<file path="config.mk">
export PLATFORM = sky130hd
export DESIGN_NAME = srp_top
export DESIGN_NICKNAME = d
export VERILOG_FILES = /design/src/design/srp_pkg.sv /design/src/design/srp_sync.sv /design/src/design/srp_top.sv
export VERILOG_INCLUDE_DIRS = /design/src /design/src/design
export SDC_FILE = /design/constraint.sdc
export NUM_CORES = 2
export LEC_CHECK = 0
export ABC_AREA = 1
export BUFFER_PORTS_ARGS = -buffer_cell sky130_fd_sc_hd__buf_2
export CAP_MARGIN = 30
export CORE_UTILIZATION = 30
export CTS_BUF_LIST = sky130_fd_sc_hd__clkbuf_4
export DETAILED_ROUTE_END_ITERATION = 6
export SLEW_MARGIN = 40
export SYNTH_ARGS = -nofsm -noshare
export SYNTH_HDL_FRONTEND = slang
export SYNTH_SLANG_ARGS = --single-unit
</file>
<file path="constraint.sdc">
create_clock -name clk_i -period 14.9 [get_ports clk_i]
set_input_delay 2.98 -clock clk_i [delete_from_list [all_inputs] [get_ports clk_i]]
set_output_delay 2.98 -clock clk_i [all_outputs]
set_load 0.05 [all_outputs]
</file>
<file path="src/design/srp_defs.svh">
// constants of the serial register port: addresses, fields, resets, counts
`ifndef SRP_DEFS_SVH
`define SRP_DEFS_SVH

// =====================================================================
// instruction byte layout
`define SRP_INSTR_LAST 5'h07
`define SRP_INSTR_RW 7
`define SRP_INSTR_ADDR_MSB 4

// =====================================================================
// register addresses
`define SRP_ADDR_COMM 5'h00
`define SRP_ADDR_DCTL 5'h01
`define SRP_ADDR_DSYNC 5'h02
`define SRP_ADDR_MSYNC 5'h03
`define SRP_ADDR_FTW 5'h0a
`define SRP_ADDR_ASF 5'h0b

// =====================================================================
// register byte widths
`define SRP_BYTES_ONE 3'h1
`define SRP_BYTES_CTL 3'h2
`define SRP_BYTES_ASF 3'h3
`define SRP_BYTES_FTW 3'h4

// =====================================================================
// communication register fields and reset values
`define SRP_COMM_3WIRE 7
`define SRP_COMM_LSB 6
`define SRP_COMM_SWRST 5
`define SRP_COMM_RST 32'h0000_0002
`define SRP_DCTL_RST 32'h0000_3100
`define SRP_ZERO_RST 32'h0000_0000

// =====================================================================
// sclk rises with chip select high that restart the port
`define SRP_RESYNC_EDGES 8

`endif

</file>
<file path="src/design/srp_pkg.sv">
// types shared by the serial register port
package srp_pkg;

  // ===================================================================
  // port phase
  typedef enum logic [0:0]
  {
    SRP_ST_INSTR = 1'b0,
    SRP_ST_DATA = 1'b1
  } srp_state_t;

endpackage

</file>
<file path="src/design/srp_sync.sv">
// two flip-flop synchroniser for pins from outside the clock domain
module srp_sync #(
  parameter int WIDTH = 3,
  parameter logic [WIDTH-1:0] RST_VAL = '0
) (
  input wire logic clk_i,
  input wire logic rst_n_i,
  input wire logic [WIDTH-1:0] async_i,
  output logic [WIDTH-1:0] sync_o
);

  logic [WIDTH-1:0] meta_reg;
  logic [WIDTH-1:0] sync_reg;

  // =====================================================================
  // only the second stage is ever read outside this module
  always_ff @(posedge clk_i)
  begin
    if (!rst_n_i)
    begin
      meta_reg <= RST_VAL;
      sync_reg <= RST_VAL;
    end
    else
    begin
      meta_reg <= async_i;
      sync_reg <= meta_reg;
    end
  end

  assign sync_o = sync_reg;

endmodule

</file>
<file path="src/design/srp_top.sv">
// serial register port: instruction byte, whole-register data phase
`include "srp_defs.svh"

// Functional notes
// - a cycle opens with an eight-bit instruction on eight sclk rises
// - instruction gives read or write direction and target register
// - transfers always cover a whole register, never a single byte
// - data phase moves exactly the addressed register's byte count
// - tuning word register moves four data bytes
// - amplitude scale register moves three data bytes
// - the cycle ends once the last data bit is moved
// - after a cycle the next eight rises form a new instruction
// - instruction and write data are sampled on sclk rising edges
// - read data is launched on sclk falling edges
// - one shared data pin (3-wire) or separate in and out pins
// - msb-first and lsb-first transfer orders both supported
// - chip select lets only the selected device take part
// - every register is readable and writable through the port
// - instruction bit 7 read, bits 6..5 ignored, bits 4..0 address
// - deselect floats both outputs and pauses the cycle in place
// - comm bit 6 picks lsb-first order for instruction and data
// - eight or more sclk rises while deselected restart the port
module srp_top
  import srp_pkg::*;
#(
  parameter int NUM_REGS = 32,
  parameter int RESYNC_EDGES = `SRP_RESYNC_EDGES
) (
  input wire logic clk_i,
  input wire logic rst_n_i,
  input wire logic sclk_i,
  input wire logic cs_n_i,
  input wire logic sdio_i,
  output logic sdio_o,
  output logic sdio_oe_n_o,
  output logic sdo_o,
  output logic sdo_oe_n_o,
  output logic wr_strobe_o,
  output logic [4:0] wr_addr_o,
  output logic [31:0] wr_data_o,
  output logic lsb_first_o,
  output logic three_wire_o
);

  localparam int CNT_W = $clog2(RESYNC_EDGES + 1);

  // =====================================================================
  // elaboration checks
  if (NUM_REGS < 12 || NUM_REGS > 32)
  begin : g_bad_regs
    $error("srp_top: NUM_REGS must lie in 12..32");
  end
  if (RESYNC_EDGES < 1)
  begin : g_bad_resync
    $error("srp_top: RESYNC_EDGES must be at least 1");
  end

  // =====================================================================
  // per-register width and reset value
  function automatic logic [2:0] bytes_of(input logic [4:0] a);
    logic [2:0] b;
    b = `SRP_BYTES_ONE;
    case (a)
      `SRP_ADDR_DCTL: b = `SRP_BYTES_CTL;
      `SRP_ADDR_DSYNC: b = `SRP_BYTES_CTL;
      `SRP_ADDR_MSYNC: b = `SRP_BYTES_CTL;
      `SRP_ADDR_FTW: b = `SRP_BYTES_FTW;
      `SRP_ADDR_ASF: b = `SRP_BYTES_ASF;
      default: b = `SRP_BYTES_ONE;
    endcase
    return b;
  endfunction

  function automatic logic [31:0] rst_of(input logic [4:0] a);
    logic [31:0] v;
    v = `SRP_ZERO_RST;
    case (a)
      `SRP_ADDR_COMM: v = `SRP_COMM_RST;
      `SRP_ADDR_DCTL: v = `SRP_DCTL_RST;
      default: v = `SRP_ZERO_RST;
    endcase
    return v;
  endfunction

  // =====================================================================
  // pin synchronisers and sclk edge detection
  logic [2:0] pin_s;
  logic sclk_d_reg;
  srp_sync #(
    .WIDTH(3),
    .RST_VAL(3'h2)
  ) u_sync (
    .clk_i(clk_i),
    .rst_n_i(rst_n_i),
    .async_i({sclk_i, cs_n_i, sdio_i}),
    .sync_o(pin_s)
  );

  wire sclk_s = pin_s[2];
  wire cs_n_s = pin_s[1];
  wire sdi_s = pin_s[0];
  wire rise_w = sclk_s & ~sclk_d_reg;
  wire fall_w = ~sclk_s & sclk_d_reg;
  wire srise_w = rise_w & ~cs_n_s;
  wire sfall_w = fall_w & ~cs_n_s;

  // =====================================================================
  // state
  srp_state_t state_reg;
  srp_state_t state_next;
  logic [4:0] bit_idx_reg;
  logic [4:0] bit_idx_next;
  logic [4:0] out_idx_reg;
  logic [7:0] instr_reg;
  logic rw_reg;
  logic [4:0] addr_reg;
  logic [31:0] wdata_reg;
  logic [31:0] rdata_reg;
  logic dout_reg;
  logic [CNT_W-1:0] resync_reg;
  logic swrst_reg;
  logic [31:0] reg_arr [NUM_REGS];

  // =====================================================================
  // decode: bit order, instruction fields, data phase length
  wire three_wire_w = reg_arr[0][`SRP_COMM_3WIRE];
  wire lsb_w = reg_arr[0][`SRP_COMM_LSB];
  wire [2:0] ipos_w = lsb_w ? bit_idx_reg[2:0] : ~bit_idx_reg[2:0];
  logic [7:0] instr_word_w;
  always_comb
  begin
    instr_word_w = instr_reg;
    instr_word_w[ipos_w] = sdi_s;
  end
  wire instr_rw_w = instr_word_w[`SRP_INSTR_RW];
  wire [4:0] instr_addr_w = instr_word_w[`SRP_INSTR_ADDR_MSB:0];
  wire [2:0] nbytes_w = bytes_of(addr_reg);
  wire [1:0] nb_m1_w = 2'(nbytes_w - 3'h1);
  wire [4:0] last_idx_w = {nb_m1_w, 3'h7};
  // lsb-first sends the low byte first, so index equals bit position
  wire [4:0] dpos_w = lsb_w ? bit_idx_reg : last_idx_w - bit_idx_reg;
  wire [4:0] opos_w = lsb_w ? out_idx_reg : last_idx_w - out_idx_reg;
  wire mapped_w = {1'b0, instr_addr_w} < 6'(NUM_REGS);
  wire [31:0] rd_word_w = mapped_w ? reg_arr[instr_addr_w] : '0;
  logic [31:0] wr_word_w;
  always_comb
  begin
    wr_word_w = wdata_reg;
    wr_word_w[dpos_w] = sdi_s;
  end
  wire in_instr_w = state_reg == SRP_ST_INSTR;
  wire in_data_w = state_reg == SRP_ST_DATA;
  wire instr_done_w = srise_w & in_instr_w & (bit_idx_reg == `SRP_INSTR_LAST);
  wire data_done_w = srise_w & in_data_w & (bit_idx_reg == last_idx_w);
  wire wr_commit_w = data_done_w & ~rw_reg;
  wire resync_hit_w = cs_n_s & rise_w
    & (resync_reg == CNT_W'(RESYNC_EDGES - 1));
  wire drive_w = ~cs_n_s & in_data_w & rw_reg;

  // =====================================================================
  // phase sequencing; a deselect freezes the phase until reselect, or until RESYNC_EDGES sclk rises restart it
  always_comb
  begin
    state_next = state_reg;
    bit_idx_next = bit_idx_reg;
    if (resync_hit_w)
    begin
      state_next = SRP_ST_INSTR;
      bit_idx_next = '0;
    end
    else if (instr_done_w)
    begin
      state_next = SRP_ST_DATA;
      bit_idx_next = '0;
    end
    else if (data_done_w)
    begin
      state_next = SRP_ST_INSTR;
      bit_idx_next = '0;
    end
    else if (srise_w)
    begin
      bit_idx_next = bit_idx_reg + 5'h01;
    end
  end

  always_ff @(posedge clk_i)
  begin
    if (!rst_n_i)
    begin
      state_reg <= SRP_ST_INSTR;
      bit_idx_reg <= '0;
      sclk_d_reg <= 1'b0;
    end
    else
    begin
      state_reg <= state_next;
      bit_idx_reg <= bit_idx_next;
      sclk_d_reg <= sclk_s;
    end
  end

  // =====================================================================
  // instruction and write data capture on rising edges
  always_ff @(posedge clk_i)
  begin
    if (!rst_n_i)
    begin
      instr_reg <= '0;
      rw_reg <= 1'b0;
      addr_reg <= '0;
      wdata_reg <= '0;
      rdata_reg <= '0;
    end
    else if (instr_done_w)
    begin
      instr_reg <= '0;
      rw_reg <= instr_rw_w;
      addr_reg <= instr_addr_w;
      wdata_reg <= '0;
      rdata_reg <= rd_word_w;
    end
    else if (srise_w && in_instr_w)
    begin
      instr_reg <= instr_word_w;
    end
    else if (srise_w && in_data_w)
    begin
      wdata_reg <= wr_word_w;
    end
  end

  // =====================================================================
  // read data launch on falling edges, output enables per wiring mode
  always_ff @(posedge clk_i)
  begin
    if (!rst_n_i)
    begin
      out_idx_reg <= '0;
      dout_reg <= 1'b0;
      sdio_oe_n_o <= 1'b1;
      sdo_oe_n_o <= 1'b1;
    end
    else
    begin
      if (instr_done_w)
        out_idx_reg <= '0;
      else if (sfall_w && in_data_w && rw_reg)
      begin
        dout_reg <= rdata_reg[opos_w];
        out_idx_reg <= out_idx_reg + 5'h01;
      end
      sdio_oe_n_o <= ~(drive_w & three_wire_w);
      sdo_oe_n_o <= ~(drive_w & ~three_wire_w);
    end
  end

  assign sdio_o = dout_reg;
  assign sdo_o = dout_reg;

  // =====================================================================
  // resync counter: counts rises only while deselected
  always_ff @(posedge clk_i)
  begin
    if (!rst_n_i || !cs_n_s)
      resync_reg <= '0;
    else if (rise_w && !resync_hit_w)
      resync_reg <= resync_reg + CNT_W'(1);
  end

  // =====================================================================
  // register file, written only as a whole word at the end of a cycle
  for (genvar g = 0; g < NUM_REGS; g++)
  begin : g_reg
    always_ff @(posedge clk_i)
    begin
      if (!rst_n_i || swrst_reg)
        reg_arr[g] <= rst_of(5'(g));
      else if (wr_commit_w && addr_reg == 5'(g))
        reg_arr[g] <= wr_word_w;
    end
  end

  // =====================================================================
  // write notification to the core and soft reset pulse
  always_ff @(posedge clk_i)
  begin
    if (!rst_n_i)
    begin
      wr_strobe_o <= 1'b0;
      wr_addr_o <= '0;
      wr_data_o <= '0;
      swrst_reg <= 1'b0;
      lsb_first_o <= 1'b0;
      three_wire_o <= 1'b0;
    end
    else
    begin
      wr_strobe_o <= wr_commit_w;
      if (wr_commit_w)
      begin
        wr_addr_o <= addr_reg;
        wr_data_o <= wr_word_w;
      end
      // soft reset self-clears because the write commit it follows lasts one clock
      swrst_reg <= wr_commit_w && (addr_reg == `SRP_ADDR_COMM)
        && wr_word_w[`SRP_COMM_SWRST];
      lsb_first_o <= lsb_w;
      three_wire_o <= three_wire_w;
    end
  end
endmodule

</file>
# Yosys cells after proc, flatten, opt, wreduce, memory -nomap -nowiden
# Memory sizes are Yosys's and may differ from the RTL's. A register that Yosys moved wholly into a read port is not among the register bits.
# Cells that the tools add are included.
[totals] memories=1 input_bits=5 ff_bits=112 ramBits=1024
[mem_list] name="reg_arr" depth=32 word_bits=32 rd=2 rd_clocked_by_memory_dff=1 wr=32 line_no="srp_top.sv:122" source="logic [31:0] reg_arr [NUM_REGS];"
[classes] reduce_logical=54 addsub=6 order_cmp=5 n_bitwise=59 mux=144 eq_ne=34
[ops] cell="$mux W32" count=32
[ops] cell="$mux W1" count=103
[ops] cell="$eq A5 B5 Y1 const B" count=16
[ops] cell="$eq A5 B4 Y1 const B" count=8
[ops] cell="$logic_and A1 B1 Y1" count=40
[ops] cell="$bwmux W32" count=1
[ops] cell="$or A1 B1 Y1" count=32
[ops] cell="$eq A5 B3 Y1 const B" count=5
[ops] cell="$and A1 B1 Y1" count=15
[ops] cell="$lt A5 B6 Y1 const B" count=2
[ops] cell="$not A1 Y1" count=11
[ops] cell="$add A5 B1 Y5 const B" count=2
[ops] cell="$eq A5 B2 Y1 const B" count=2
[ops] cell="$mux W5" count=2
[ops] cell="$sub A5 B5 Y5" count=2
[ops] cell="$bwmux W8" count=1
[ops] cell="$pmux W2 S3" count=1
[ops] cell="$bmux W1 S5" count=1
[ops] cell="$demux W1 S5" count=1
[ops] cell="$eq A5 B1 Y1 const B" count=1
[ops] cell="$eq A5 B5 Y1" count=1
[ops] cell="$ge A5 B1 Y1 const B" count=1
[ops] cell="$logic_not A5 Y1" count=1
[ops] cell="$add A4 B1 Y4 const B" count=1
[ops] cell="14 further kinds" count=20

# Logic depth before layout (Yosys ltp)
[depth] depth_word=12 ltp_mapped=20

# Modules after synthesis
# From an unflattened synthesis, not the netlist that was laid out.
[hier_totals] hier_cells=6354 area_unflattened_um2=55918.6
[modules_own_cells] module="srp_top" cells_per_inst=6336 instances=1 area_each_um2=55753.5
[modules_own_cells] module="srp_sync" cells_per_inst=18 instances=1 area_each_um2=165.2

# Least setup slack after synthesis
# OpenSTA, ideal clock, no wires.
[synth_path] path_kind="input to register" start="input port rst_n_i" end="memory reg_arr[2][0] (enable)" setup_slack_ns=9.054 stages=6 n_path_buf=3 t_arrival_ns=5.188 path_cell_list="buf_2 > inv_1 > nor2_1 > clkbuf_1 > clkbuf_1 > o21ai_0"
[synth_rtl] element="start, declared" line_no="srp_top.sv:30" source="input wire logic rst_n_i,"
[synth_rtl] element="end, declared" line_no="srp_top.sv:122"

==> impl_metrics.json <==
{
  "ys_seq_area_share_pct": 59.5,
  "antenna_found_initial": 5,
  "port_buffers": 48,
  "synthTopCellsByArea": "edfxtp_1, nand2_1, nand3_1",
  "synthToLayoutAreaGrowth_pct": 11.6,
  "core_region_area_mm2": 0.186,
  "comb_power_share_pct": 4.7,
  "path_class": "flip-flop to flip-flop",
  "nets": 6429,
  "yosysTopAreaCell": "edfxtp_1",
  "drive_above_1_share_pct": 11.9,
  "slew_violations": 0,
  "power_density_mw_per_mm2": 109,
  "clockBufferDepth": 4,
  "die_h_um": 436,
  "dr.max_layer_used": "met4",
  "start_util_pct": 30.3,
  "r2r-start": "reg_arr[0][6]",
  "cp.required_ps": 16010,
  "gp_congestion": 0.891,
  "hp-class": "flip-flop to flip-flop",
  "die_width_um": 436,
  "drt-pass1-iter-count": 6,
  "cts_setup_buffers": 0,
  "cts_tree": "yes",
  "gr-total-overflow": 0,
  "drv_cap": 0,
  "tightestPinTransition_ps": 878,
  "clock_latency_ps": 1250,
  "top_register": "reg_arr",
  "wl_met2_mm": 76.7,
  "grt_util_all_layers_pct": 17.7,
  "grt_pass1_wl_mm": 258,
  "irDropWorstVdd_mv": 0.0649,
  "cp-end-kind": "flip-flop",
  "setup_violations": 0,
  "fp.dieArea_mm2": 0.190,
  "critPathLaunchType": "flip-flop",
  "crit_start": "reg_arr[0][6]",
  "p_clk_share_pct": 41.0,
  "power_switching_mw": 1.60,
  "wl_met1_mm": 71.2,
  "dr.first_iter.drc_count": 5053,
  "htree_levels": 5,
  "power.share.sequential_pct": 54.2,
  "cts_inserted_buffers": 330,
  "p_leak_nw": 25.3,
  "rsz0062_at_grt": "false",
  "ys_types": 43,
  "syn_area_mm2": 0.0565,
  "synthArstFlopShare_pct": 0,
  "fmax_mhz": 157,
  "avgSynthCellArea_um2": 8.83,
  "boundaryPins": 49,
  "finClkSkew_ps": 93.9,
  "dpl.hpwl_mm": 97.2,
  "relSlewSlack_pct": 41.3,
  "dr_wl_met3_mm": 17.7,
  "largest_reg_flops": 1024,
  "clock_sinks": 1166,
  "period_share_pct": 42.7,
  "antenna_left": 0,
  "yosys.area.top_type_share_pct": 54.4,
  "holdWs_ps": 421,
  "outcome": "finished, final reports clean",
  "crit_arrival_ps": 7480,
  "drc": 0,
  "cts-resized-gates": 0,
  "synth_seq_cells": 1166,
  "hold_buffers": 0,
  "synth_edf_count": 1024,
  "wirelength_mm": 172,
  "p_sw_share_pct": 23.3,
  "min_from": "u_sync.meta_reg[0]",
  "grt_start_max_net_pins": 183,
  "intPower_mw": 5.25,
  "synthCells": 6396,
  "rows": 158,
  "layout_min_cycle_time_ps": 6370,
  "critPathMaxFanout": 113,
  "fin_tns_setup_ps": 0,
  "grt_pass1_vias": 42200,
  "synth_nets": 6406,
  "post_dp_cell_area_mm2": 0.0590,
  "ys_warn_count": 0,
  "root_buffer": "clkbuf_4",
  "vias": 44000,
  "drt-wirelength-per-cell_um": 18.9,
  "synth_ff_type": "edfxtp_1",
  "design_area_mm2": 0.0630,
  "final_hold_viol_count": 0,
  "clkTransAtPathRegs_ps": 70,
  "viasPerCell": 4.83
}
## synthesized netlist by cell type (10+ instances only)
library cell / instances
inv_2: 11
nand3_2: 27
o211ai_1: 87
buf_1: 10
buf_4: 47
nor2_1: 1041
clkbuf_1: 70
nand3_1: 802
nand2_1: 1429
buf_6: 26
o21bai_1: 26
nand4_1: 11
edfxtp_1: 1024
dfxtp_1: 142
a21oi_1: 148
o21ai_0: 152
inv_1: 917
o21ai_1: 13
buf_2: 327
## stage by stage
step / instances / worst slack, ps / util [%] / power, mW
global route: 9107 / 8380 / 33.8 / 7.13
detailed placement: 8564 / 8080 / 31.7 / 4.11
floorplan: 6396 / 9050 / - / 3.99
finish: 9107 / 8530 / 33.8 / 6.85
global placement: 8533 / 7940 / 31.4 / 4.08
CTS: 9102 / 8690 / 33.8 / 6.91
## power by group through the flow
| stage | registers (mW) | clock network [mW] | logic, mW |
|---|---|---|---|
| finish | 3.72 | 2.81 | 0.325 |
| global route | 3.73 | 3.04 | 0.359 |
| CTS | 3.72 | 2.87 | 0.322 |
| detailed placement | 3.79 | 0 | 0.321 |
| global placement | 3.78 | 0 | 0.301 |
| floorplan | 3.79 | 0 | 0.205 |
## layout by cell type, fill, tap and decap left out, types with 6 or more instances in the layout
cell type,netlist,layout
nand2_1,1429,1426
nor2_1,1041,1038
edfxtp_1,1024,1024
inv_1,917,916
nand3_1,802,802
clkbuf_4,0,491
a21oi_1,148,147
dfxtp_1,142,142
o21ai_0,152,122
o211ai_1,87,87
buf_4,47,81
buf_2,327,48
clkinv_1,0,42
o21ai_4,0,31
o21bai_1,26,26
buf_8,0,25
nand3_4,1,17
inv_2,11,15
nand3_2,27,11
nand4_1,11,11
nand2_4,8,11
o21ai_1,13,9
nor2_4,5,8
o21a_1,8,8
buf_16,0,7
xor2_1,6,6
## final cells by class
type | count | area [um2]
antenna | 2 | 5.00
clock buffer | 491 | 3690
clock inverter | 47 | 176
fill | 19200 | 123000
inverter | 929 | 3500
multi-input combinational | 3821 | 17400
sequential | 1166 | 33600
tap | 2480 | 3100
timing repair buffer | 171 | 1570
## logic make-up (layout without fill, tap and decap cells)
kind of cell	Yosys count	count (layout)	share of synthesized area (%)
XOR/XNOR	9	9	0.173
buffers and inverters	1409	1638	10.8
flip-flops	1166	1166	59.5
AND/OR/NAND/NOR	3365	3365	25.0
AO/OA/AOI/OAI	442	442	4.49
other	0	2	0
adder cells (fa/ha/maj)	5	5	0.111
## worst max-delay path: stages (launching register included)
cell and delay, ps:
edfxtp_1 740, inv_2 260, nand2_1 130, nand2_2 260, nand3_4 280, nand2_1 330, nand2_8 610, buf_4 740
buf_6 660, buf_4 560, buf_12 280, nand2_1 70, nand3_1 140, o211ai_1 180, nand3_1 150, nand3_1 300
nand3_1 210, nand2_1 70
## metal layers
metal / global-route usage [%] / up-vias
li1: - / 20700
met3: 4.58 / 284
met4: 7.72 / 0
met5: 0 / -
met1: 23.5 / 21000
met2: 27.3 / 2044
## worst paths after layout
kind / end / slack, ps / cells past startpoint
max: rdata_reg[23] / 8530 / 17
min: u_sync.sync_o[0] / 420 / 2
max reg2reg: rdata_reg[23] / 8530 / 17
min reg2reg: u_sync.sync_o[0] / 420 / 2
Power figures use the tool's default switching activity.
